**config.mk**
```make
export PLATFORM = sky130hd
export DESIGN_NAME = din_alarm_filter
export DESIGN_NICKNAME = d
export VERILOG_FILES = /design/src/din_alarm_pkg.sv /design/src/din_alarm_filter.sv
export SDC_FILE = /design/constraint.sdc
export NUM_CORES = 2
export LEC_CHECK = 0
export BUFFER_PORTS_ARGS = -buffer_cell sky130_fd_sc_hd__buf_2
export CAP_MARGIN = 20
export CORE_MARGIN = 3
export CORE_UTILIZATION = 55
export CTS_BUF_LIST = sky130_fd_sc_hd__clkbuf_16
export DETAILED_ROUTE_END_ITERATION = 10
export HOLD_SLACK_MARGIN = 0.1
export PLACE_DENSITY = 0.84
export SETUP_SLACK_MARGIN = 0.4
export SYNTH_ARGS = -nofsm -noshare
export SYNTH_HDL_FRONTEND = slang
export SYNTH_SLANG_ARGS = --single-unit
```
**constraint.sdc**
```tcl
create_clock -name MCLK -period 10.4 [get_ports MCLK]
set_clock_uncertainty 0.2 [all_clocks]
set_input_delay 2.08 -clock MCLK [delete_from_list [all_inputs] [get_ports MCLK]]
set_output_delay 2.08 -clock MCLK [all_outputs]
set_load 0.01 [all_outputs]
```
**src/din_alarm_pkg.sv**
```systemverilog
// Constants, register map and field layout of the discrete input alarm filter
package din_alarm_pkg;
    localparam int CHANNELS = 12;
    localparam int FLAGS = 32;
    localparam int CLK_MHZ = 250;
    localparam int TICK_MS = 10;
    localparam int TICK_CYCLES_DEF = TICK_MS * 1000 * CLK_MHZ;
    localparam int TICK_W = 22;
    localparam int DELAY_W = 16;
    // Delay settings, in seconds times one hundred (10 ms steps)
    localparam logic [DELAY_W-1:0] DELAY_MIN = 16'h0008;
    localparam logic [DELAY_W-1:0] DELAY_MAX = 16'hFDE8;
    localparam logic [DELAY_W-1:0] DELAY_RST = 16'h0014;
    // Channel configuration word layout
    localparam int CFG_W = 11;
    localparam int POL_BIT = 0;
    localparam int CLS_LSB = 1;
    localparam int CLS_W = 3;
    localparam int SACK_BIT = 4;
    localparam int SEL_LSB = 5;
    localparam int SEL_W = 6;
    localparam logic [CLS_W-1:0] CLS_A = 3'h0;
    localparam logic [CLS_W-1:0] CLS_B = 3'h1;
    localparam logic [CLS_W-1:0] CLS_CTRL = 3'h6;
    localparam logic [SEL_W-1:0] SEL_ALWAYS = 6'h00;
    localparam logic [CFG_W-1:0] CFG_RST = {SEL_ALWAYS, 1'b0, CLS_B, 1'b0};
    // Register byte offsets
    localparam logic [7:0] CH_CFG_BASE = 8'h00;
    localparam logic [7:0] CH_DELAY_BASE = 8'h04;
    localparam logic [7:0] CH_STRIDE = 8'h08;
    localparam logic [7:0] FILT_STATE_OFS = 8'h60;
    localparam logic [7:0] ALARM_STATE_OFS = 8'h64;
    localparam logic [7:0] IRQ_STATUS_OFS = 8'h68;
    localparam logic [7:0] IRQ_ENABLE_OFS = 8'h6C;
    localparam logic [7:0] IRQ_CLEAR_OFS = 8'h70;
    localparam logic [7:0] ACK_OFS = 8'h74;
    localparam logic [1:0] RESP_OKAY = 2'h0;
    localparam logic [1:0] RESP_SLVERR = 2'h2;
endpackage : din_alarm_pkg

```
**src/din_alarm_filter.sv**
```systemverilog
// Discrete input conditioning, delay filter and alarm latch with AXI4-Lite registers
// Contract
// - Per-channel assertion delay 0.08 s to 650.00 s, default 0.20 s.
// - Asserted only after input active for the whole delay; interruption restarts count.
// - Equation logic receives the delayed filtered state, not the raw level.
// - Open-at-rest (default): energized input means asserted.
// - Closed-at-rest broken wire reads as asserted input.
// - Asserted channel executes its configured alarm class.
// - Class is warning A or B (default B), shutdown C-F, or control.
// - Control class: channel is a command only, no alarm raised.
// - Control class: no event history entry; drives equation logic only.
// - Self-acknowledge on: alarm clears itself once fault is gone.
// - Self-acknowledge off (default): alarm stays latched after fault disappears.
// - Control class behaves as self-acknowledging whatever the setting.
// - Monitoring default always: channel evaluated continuously.
// - Monitoring may select one of 32 flags; evaluate only while true.
`timescale 1ns/1ps
module din_alarm_filter
    import din_alarm_pkg::*;
#(
    parameter int TICK_CYCLES = TICK_CYCLES_DEF
) (
    input wire logic MCLK,
    input wire logic NRST,
    input wire logic [CHANNELS-1:0] DISCRETE_INPUT_CHANNEL,
    input wire logic [FLAGS-1:0] GATING_LOGIC_FLAG,
    input wire logic EXT_ACK,
    output logic [CHANNELS-1:0] FILTERED_STATE,
    output logic [CHANNELS-1:0] ALARM_ACTIVE,
    output logic [CHANNELS-1:0] EVENT_STROBE,
    output logic WARNING_ALARM,
    output logic SHUTDOWN_ALARM,
    output logic IRQ,
    input wire logic [7:0] AWADDR,
    input wire logic AWVALID,
    output logic AWREADY,
    input wire logic [31:0] WDATA,
    input wire logic [3:0] WSTRB,
    input wire logic WVALID,
    output logic WREADY,
    output logic [1:0] BRESP,
    output logic BVALID,
    input wire logic BREADY,
    input wire logic [7:0] ARADDR,
    input wire logic ARVALID,
    output logic ARREADY,
    output logic [31:0] RDATA,
    output logic [1:0] RRESP,
    output logic RVALID,
    input wire logic RREADY
);
    function automatic logic is_ctrl(input logic [CLS_W-1:0] cls);
        return cls >= CLS_CTRL;
    endfunction : is_ctrl

    function automatic logic is_warn(input logic [CLS_W-1:0] cls);
        return (cls == CLS_A) || (cls == CLS_B);
    endfunction : is_warn

    function automatic logic [DELAY_W-1:0] clamp_delay(input logic [DELAY_W-1:0] d);
        return (d < DELAY_MIN) ? DELAY_MIN : ((d > DELAY_MAX) ? DELAY_MAX : d);
    endfunction : clamp_delay

    function automatic logic [31:0] merge(input logic [31:0] old, input logic [31:0] nw, input logic [3:0] s);
        logic [31:0] r;
        r = old;
        for (int b = 0; b < 4; b++) begin
            if (s[b]) begin
                r[b*8 +: 8] = nw[b*8 +: 8];
            end
        end
        return r;
    endfunction : merge

    // Tick divider
    logic [TICK_W-1:0] tick_cnt;
    logic tick;
    wire tick_wrap = tick_cnt == TICK_W'(TICK_CYCLES - 1);
    always_ff @(posedge MCLK or negedge NRST) begin
        if (!NRST) begin
            tick_cnt <= '0;
            tick <= 1'b0;
        end else begin
            tick_cnt <= tick_wrap ? '0 : tick_cnt + 1'b1;
            tick <= tick_wrap;
        end
    end

    // Three-stage synchronizer; value moves only when stages two and three agree
    logic [CHANNELS-1:0] sync1, sync2, sync3, din_q;
    always_ff @(posedge MCLK or negedge NRST) begin
        if (!NRST) begin
            sync1 <= '0;
            sync2 <= '0;
            sync3 <= '0;
            din_q <= '0;
        end else begin
            sync1 <= DISCRETE_INPUT_CHANNEL;
            sync2 <= sync1;
            sync3 <= sync2;
            din_q <= (sync2 & sync3) | (din_q & (sync2 | sync3));
        end
    end

    logic [CFG_W-1:0] cfg [CHANNELS];
    logic [DELAY_W-1:0] delay_set [CHANNELS];
    logic [DELAY_W-1:0] cnt [CHANNELS];
    logic [CHANNELS-1:0] filt, alarm, irq_stat, irq_en;
    logic [CHANNELS-1:0] act_vec, mon_vec, done_vec, ctrl_vec, warn_vec, sack_vec, ack_vec;

    genvar g;
    generate
        for (g = 0; g < CHANNELS; g++) begin : ch
            wire [SEL_W-1:0] sel = cfg[g][SEL_LSB +: SEL_W];
            wire [4:0] flag_idx = 5'(sel - 1'b1);
            // Closed-at-rest: open wire reads de-energized, hence asserted
            assign act_vec[g] = cfg[g][POL_BIT] ? ~din_q[g] : din_q[g];
            assign mon_vec[g] = (sel == SEL_ALWAYS) || GATING_LOGIC_FLAG[flag_idx];
            assign done_vec[g] = act_vec[g] & mon_vec[g] & (cnt[g] >= delay_set[g]);
            assign ctrl_vec[g] = is_ctrl(cfg[g][CLS_LSB +: CLS_W]);
            assign warn_vec[g] = is_warn(cfg[g][CLS_LSB +: CLS_W]);
            assign sack_vec[g] = cfg[g][SACK_BIT];

        end
    endgenerate

    // Delay counters saturate at the setting; tick phase gives up to one tick of slack
    always_ff @(posedge MCLK or negedge NRST) begin
        if (!NRST) begin
            for (int i = 0; i < CHANNELS; i++) begin
                cnt[i] <= '0;
            end
        end else begin
            for (int i = 0; i < CHANNELS; i++) begin
                if (!(act_vec[i] && mon_vec[i])) begin
                    cnt[i] <= '0;
                end else if (tick && cnt[i] < delay_set[i]) begin
                    cnt[i] <= cnt[i] + 1'b1;
                end
            end
        end
    end

    // AXI4-Lite write path: address and data held independently, then applied
    logic aw_full, w_full;
    logic [7:0] aw_q;
    logic [31:0] w_q;
    logic [3:0] ws_q;
    wire aw_take = AWVALID & AWREADY;
    wire w_take = WVALID & WREADY;
    wire wr_do = aw_full & w_full & ~BVALID;
    wire next_aw_full = (aw_full | aw_take) & ~wr_do;
    wire next_w_full = (w_full | w_take) & ~wr_do;
    wire next_bvalid = wr_do | (BVALID & ~BREADY);
    wire [5:0] wr_idx = aw_q[7:2];
    wire wr_ch = wr_idx < 6'(2 * CHANNELS);
    wire [3:0] wr_sel = 4'(wr_idx >> 1);
    wire wr_dly = wr_idx[0];
    wire wr_map = wr_ch || aw_q == IRQ_ENABLE_OFS || aw_q == IRQ_CLEAR_OFS || aw_q == ACK_OFS;
    wire wr_ok = wr_do && wr_map && aw_q[1:0] == 2'h0;
    wire [31:0] wr_old = !wr_ch ? 32'(irq_en) : (wr_dly ? 32'(delay_set[wr_sel]) : 32'(cfg[wr_sel]));
    wire [31:0] wr_val = merge(wr_old, w_q, ws_q);
    wire [31:0] wr_pulse = merge(32'h0, w_q, ws_q);
    wire wr_irq_clr = wr_ok && aw_q == IRQ_CLEAR_OFS;
    wire [CHANNELS-1:0] sw_ack = (wr_ok && aw_q == ACK_OFS) ? wr_pulse[CHANNELS-1:0] : '0;
    assign ack_vec = sw_ack | {CHANNELS{EXT_ACK}};

    always_ff @(posedge MCLK or negedge NRST) begin
        if (!NRST) begin
            aw_full <= 1'b0;
            w_full <= 1'b0;
            aw_q <= '0;
            w_q <= '0;
            ws_q <= '0;
            AWREADY <= 1'b0;
            WREADY <= 1'b0;
            BVALID <= 1'b0;
            BRESP <= RESP_OKAY;
        end else begin
            aw_full <= next_aw_full;
            w_full <= next_w_full;
            if (aw_take) begin
                aw_q <= AWADDR;
            end
            if (w_take) begin
                w_q <= WDATA;
                ws_q <= WSTRB;
            end
            AWREADY <= ~next_aw_full & ~next_bvalid;
            WREADY <= ~next_w_full & ~next_bvalid;
            BVALID <= next_bvalid;
            if (wr_do) begin
                BRESP <= wr_ok ? RESP_OKAY : RESP_SLVERR;
            end
        end
    end

    always_ff @(posedge MCLK or negedge NRST) begin
        if (!NRST) begin
            for (int i = 0; i < CHANNELS; i++) begin
                cfg[i] <= CFG_RST;
                delay_set[i] <= DELAY_RST;
            end
            irq_en <= '0;
        end else if (wr_ok) begin
            if (wr_ch && wr_dly) begin
                delay_set[wr_sel] <= clamp_delay(wr_val[DELAY_W-1:0]);
            end else if (wr_ch) begin
                cfg[wr_sel] <= wr_val[CFG_W-1:0];
            end else if (aw_q == IRQ_ENABLE_OFS) begin
                irq_en <= wr_val[CHANNELS-1:0];
            end
        end
    end

    // Alarm latch, event strobe and sticky interrupt status
    logic [CHANNELS-1:0] next_alarm;
    wire [CHANNELS-1:0] rise_vec = done_vec & ~filt;
    wire [CHANNELS-1:0] event_vec = rise_vec & ~ctrl_vec;
    wire [CHANNELS-1:0] clr_vec = wr_irq_clr ? wr_pulse[CHANNELS-1:0] : '0;
    always_comb begin
        for (int i = 0; i < CHANNELS; i++) begin
            if (ctrl_vec[i] || !mon_vec[i]) begin
                next_alarm[i] = 1'b0;
            end else if (done_vec[i]) begin
                next_alarm[i] = 1'b1;
            end else if (sack_vec[i] || ack_vec[i]) begin
                next_alarm[i] = 1'b0;
            end else begin
                next_alarm[i] = alarm[i];
            end
        end
    end
    assign alarm = ALARM_ACTIVE;

    always_ff @(posedge MCLK or negedge NRST) begin
        if (!NRST) begin
            filt <= '0;
            ALARM_ACTIVE <= '0;
            EVENT_STROBE <= '0;
            irq_stat <= '0;
            WARNING_ALARM <= 1'b0;
            SHUTDOWN_ALARM <= 1'b0;
            IRQ <= 1'b0;
        end else begin
            filt <= done_vec;
            ALARM_ACTIVE <= next_alarm;
            EVENT_STROBE <= event_vec;
            // New event beats a simultaneous clear
            irq_stat <= (irq_stat & ~clr_vec) | event_vec;
            WARNING_ALARM <= |(next_alarm & warn_vec);
            SHUTDOWN_ALARM <= |(next_alarm & ~warn_vec);
            IRQ <= |(((irq_stat & ~clr_vec) | event_vec) & irq_en);
        end
    end
    assign FILTERED_STATE = filt;

    // AXI4-Lite read path, one-cycle answer
    wire ar_take = ARVALID & ARREADY;
    wire next_rvalid = ar_take | (RVALID & ~RREADY);
    wire [5:0] rd_idx = ARADDR[7:2];
    wire rd_ch = rd_idx < 6'(2 * CHANNELS);
    wire [3:0] rd_sel = 4'(rd_idx >> 1);
    wire rd_misalign = ARADDR[1:0] != 2'h0;
    wire rd_wo = ARADDR == IRQ_CLEAR_OFS || ARADDR == ACK_OFS;
    wire rd_map = !rd_misalign && (rd_ch || rd_wo || ARADDR == FILT_STATE_OFS || ARADDR == ALARM_STATE_OFS
        || ARADDR == IRQ_STATUS_OFS || ARADDR == IRQ_ENABLE_OFS);
    wire [31:0] rd_data = !rd_map ? 32'h0000_0000 :
        rd_ch ? (rd_idx[0] ? 32'(delay_set[rd_sel]) : 32'(cfg[rd_sel])) :
        ARADDR == FILT_STATE_OFS ? 32'(filt) :
        ARADDR == ALARM_STATE_OFS ? 32'(ALARM_ACTIVE) :
        ARADDR == IRQ_STATUS_OFS ? 32'(irq_stat) :
        ARADDR == IRQ_ENABLE_OFS ? 32'(irq_en) : 32'h0000_0000;

    always_ff @(posedge MCLK or negedge NRST) begin
        if (!NRST) begin
            ARREADY <= 1'b0;
            RVALID <= 1'b0;
            RDATA <= '0;
            RRESP <= RESP_OKAY;
        end else begin
            ARREADY <= ~next_rvalid;
            RVALID <= next_rvalid;
            if (ar_take) begin
                RDATA <= rd_data;
                RRESP <= rd_map ? RESP_OKAY : RESP_SLVERR;
            end
        end
    end
endmodule : din_alarm_filter

```
==> out/results.env <==
CTS-ROOT-TO-SINK-BUFFERS=3
CHIPHEIGHT_UM=289.9
ENDPOINT_KIND='flip-flop'
TRITONCTS='done'
NET_COUNT_FINAL=4575
FINAL.HOLD.WORST_SLACK_PS=148.0
WORST_HOLD_PATH_TYPE='reg -> reg'
PORTBUFFERS=147
PERIOD_SHARE=0.5611
GRT_PASS1_WL_MM=217.6
GRT_START_MAX_NET_PINS=165
YS_DOMINANT_REG_CELL='dfrtp_1'
ROUTABILITYCONGESTION=1.037
ANT_NETS=0
WORST_EP_REQUIRED_TIME_PS=10640
CRIT_PATH_ARRIVAL_TIME_PS=6080
FINAL_CELL_COUNT_NO_FILL=5368
GLOBALROUTE.TOTALOVERFLOW=0
HTREE_LEVELS=3
FINAL_CORE_UTILIZATION=0.6062
DPL.HPWL_MM=103.9
WORST_SLEW_PIN_SLEW_PS=1282
SYNTH_CELLS=4221
SYNTHESIS.YOSYS.WARNINGS=0
SYNTHMOSTINSTANTIATEDCELL='dfrtp_1'
COREAREA_UM2=79390
SYN-CELL-AREA_UM2=44340
PATH_CELLS='buf_4 > and2b_1 > a22oi_1 > a31oi_2 > nor3_1 > nand4bb_1 > a211oi_2 > nor3_2 > o21ai_0'
DETAILED_PLACE.AREA_UM2=45580
POST_SYNTH_MAIN_AREA_CONTRIBUTORS='dfrtp_1 38%, mux4_2 12%, ha_1 6.1%, mux2_2 4.4%, nand2_1 3.3%'
YS_TOP_CELLS_BY_COUNT='665 x dfrtp_1, 384 x nand2_1, 302 x nor2_1'
FLOORPLAN.INITIALDENSITY=0.5585
CTS.CLK_SLEW.WORST_PATHS_PS=60
MET1WIRELENGTH_MM=51.04
DIE_WIDTH_UM=289.9
HOLD_VIOL_FINAL=0
FIRST_GLOBAL_VIAS=35350
YOSYSTOPAREACELLSHARE=0.3753
CTS.SINK_COUNT=701
DR_WL_MET2_MM=60.36
POST-ROUTE-MIN-PERIOD_PS=5835
NUM_ROWS=103
POWER_DENSITY_nW_PER_UM2=235.5
XOR_AND_XNOR_AREA_SHARE_AFTER_SYNTHESIS=0.04656
STATUS='finished, final reports clean'
CTS-HOLD-FIX-BUFFERS=0
CRIT_PATH_MAX_FANOUT=43
WORST_PATH_LARGEST_CELL_DELAY_PS=1000
TIMING.CRITICAL_PATH.MAX_DELAY_FAMILY='simple AND/OR/NAND/NOR gates'
FINAL_MAX_SLEW_VIOL_COUNT=0
GRT.TOTAL_USAGE=0.3356
POST-CTS-SETUP-BUFFER-COUNT=0
CTS_RESIZED=0
SYNTH_SIMPLE_GATE_AREA_FRAC=0.1333
DPL.CELL_COUNT=5218
POST_DRT_WL_PER_CELL_UM=26.89
CTS_ROOT_BUFFER='clkbuf_16'
ROUTE.DETAILED.DRC=0
FMAX_MHz=171.4
SYNTHESIS_STAGE_REGISTER_BIT_COUNT=701
CRITPATHBUFINV=1
FINAL_TNS_SETUP_PS=0
AVG_INST_SIZE_SYNTH_UM2=10.50
SYNTH_CELL_TYPES=102
TOTAL_DIE_AREA_UM2=84050
SYNTH_TOP_FAMILY_BY_AREA='multiplexers'
IR_DROP_V=0.0002816
SYNTH_TOP_AREA_CELL='dfrtp_1'
CRITICAL-PATH-SLOWEST-CELL='nor3_2'
FINISH.INSTANCE_AREA_UM2=48120
CTS_INSERTED_BUFFERS=76
SYNTH-EDFF-COUNT=0
WL_MET3_MM=22.35
SYN_TO_FINAL_GROWTH_PCT=8.540
LEAKAGE_uW=0.02108
TOPROUTINGLAYERUSED='met5'
FINALSETUPVIOLCOUNT=0
INSERTION_DELAY_PS=650
YOSYS-MUX-AREA-FRACTION=0.1965
COMPOUND_CELL_AREA_SHARE_OF_THE_YOSYS_NETLIST=0.1086
NUM_IO_PINS=184
DR.FIRST_ITER.DRC_COUNT=5206
SYNTH-ADDER-AREA-SHARE=0.06395
TIMING.MAX_CAP.VIOLATIONS=0
SETUP.WORST_PATH.CLASS='reg -> reg'
MAX_SLEW_MARGIN=0.1362
NUM_VIAS=36620
DRIVE_ABOVE_1_SHARE=0.1968
GRT_SETUP_UNREPAIRED='false'
FINALWIRELENGTH_MM=144.4
INITIAL_ANTENNA_VIOLATION_COUNT=6
CRIT_PATH_START_KIND='flip-flop'
DETAIL_ROUTE.VIAS_PER_CELL=6.822
POSTSYNTH.ASYNCRESETSHARE=1.000
FRACTION_OF_THE_YOSYS_AREA_TAKEN_BY_SEQUENTIAL_CELLS=0.3967
DETAIL_ROUTE.FIRST_PASS.ITERATIONS=10
## report_power, final
part / internal [uW] / switching, uW / leakage, uW
sequential: 3120 / 658 / 0.00931
clock: 1520 / 1180 / 0.00125
combinational: 1720 / 3130 / 0.0105
## path summary, 6_finish.rpt
kind | startpoint | end | slack, ps | cells after the start
worst min register to register | sync1[5] | sync2[5] | 150 | 0
worst min-delay path | sync1[5] | sync2[5] | 150 | 0
worst max-delay path | aw_q[3] | delay_set[67] | 4560 | 9
worst max register to register | aw_q[3] | delay_set[67] | 4560 | 9
min in group asynchronous | NRST | cnt[70] | 1230 | 1
max in group asynchronous | NRST | RVALID | 6510 | 3
## routing by layer
layer,track usage,vias to the layer above
li1,-,15270
met1,0.4273,17940
met2,0.4827,2746
met3,0.1427,661
met4,0.1859,4
met5,0,-
## cells in the final DEF (no fill, tap or decap), drive strengths merged, types with 23 or more instances in the layout
cell	Yosys	layout
dfrtp	665	665
nand2	388	388
inv	293	309
nor2	306	306
o21ai	262	262
mux4	238	238
ha	217	217
buf	105	199
mux2	173	173
a21oi	160	160
mux2i	140	140
xor2	129	129
xnor2	105	105
nand3	92	92
clkbuf	158	80
nand4	79	79
and3	67	67
a21o	62	62
nor3	45	45
a22oi	43	43
dfstp	36	36
clkinv	1	36
nor2b	35	35
and2	29	29
nor4	24	24
or3	23	23
a31oi	23	23
## through the flow
| step | worst slack [ps] | power, uW |
|---|---|---|
| after floorplan | 5759 | 6644 |
| after global placement | 4493 | 8170 |
| after detailed placement | 4480 | 8315 |
| after CTS | 4974 | 11020 |
| after global routing | 4645 | 11630 |
| final | 4565 | 11330 |
## flip-flops by register name (all words and copies together), names as in the netlist, 8 cells and up
register and count:
cfg 132, delay_set 192, tick_cnt 22, RDATA 16, FILTERED_STATE 12, sync2 12, sync1 12, irq_en 12
cnt 192, sync3 12, irq_stat 12, w_q 16, aw_q 8, din_q 12, ALARM_ACTIVE 12, EVENT_STROBE 12
## cell families (layout without fill, tap and decap cells)
group                      count (synthesis)  in the layout
other                                      1             21
DFF                                      701            701
and+or+nand+nor                         1208           1208
xor gates and xnor gates                 234            234
buffers and inverters                    557            634
muxes                                    551            551
AOI/OAI and AO/OA                        740            740
adders and majority gates                229            229
## area by class of cell
class	count	area (um2)
multi-input combinational	2980	24440
timing repair buffer	201	1231
clock inverter	61	481.7
inverter	294	1104
sequential	701	17590
clock buffer	78	1952
fill	6275	31260
tap	1050	1314
antenna	3	7.507
Power figures use the tool's default switching activity.
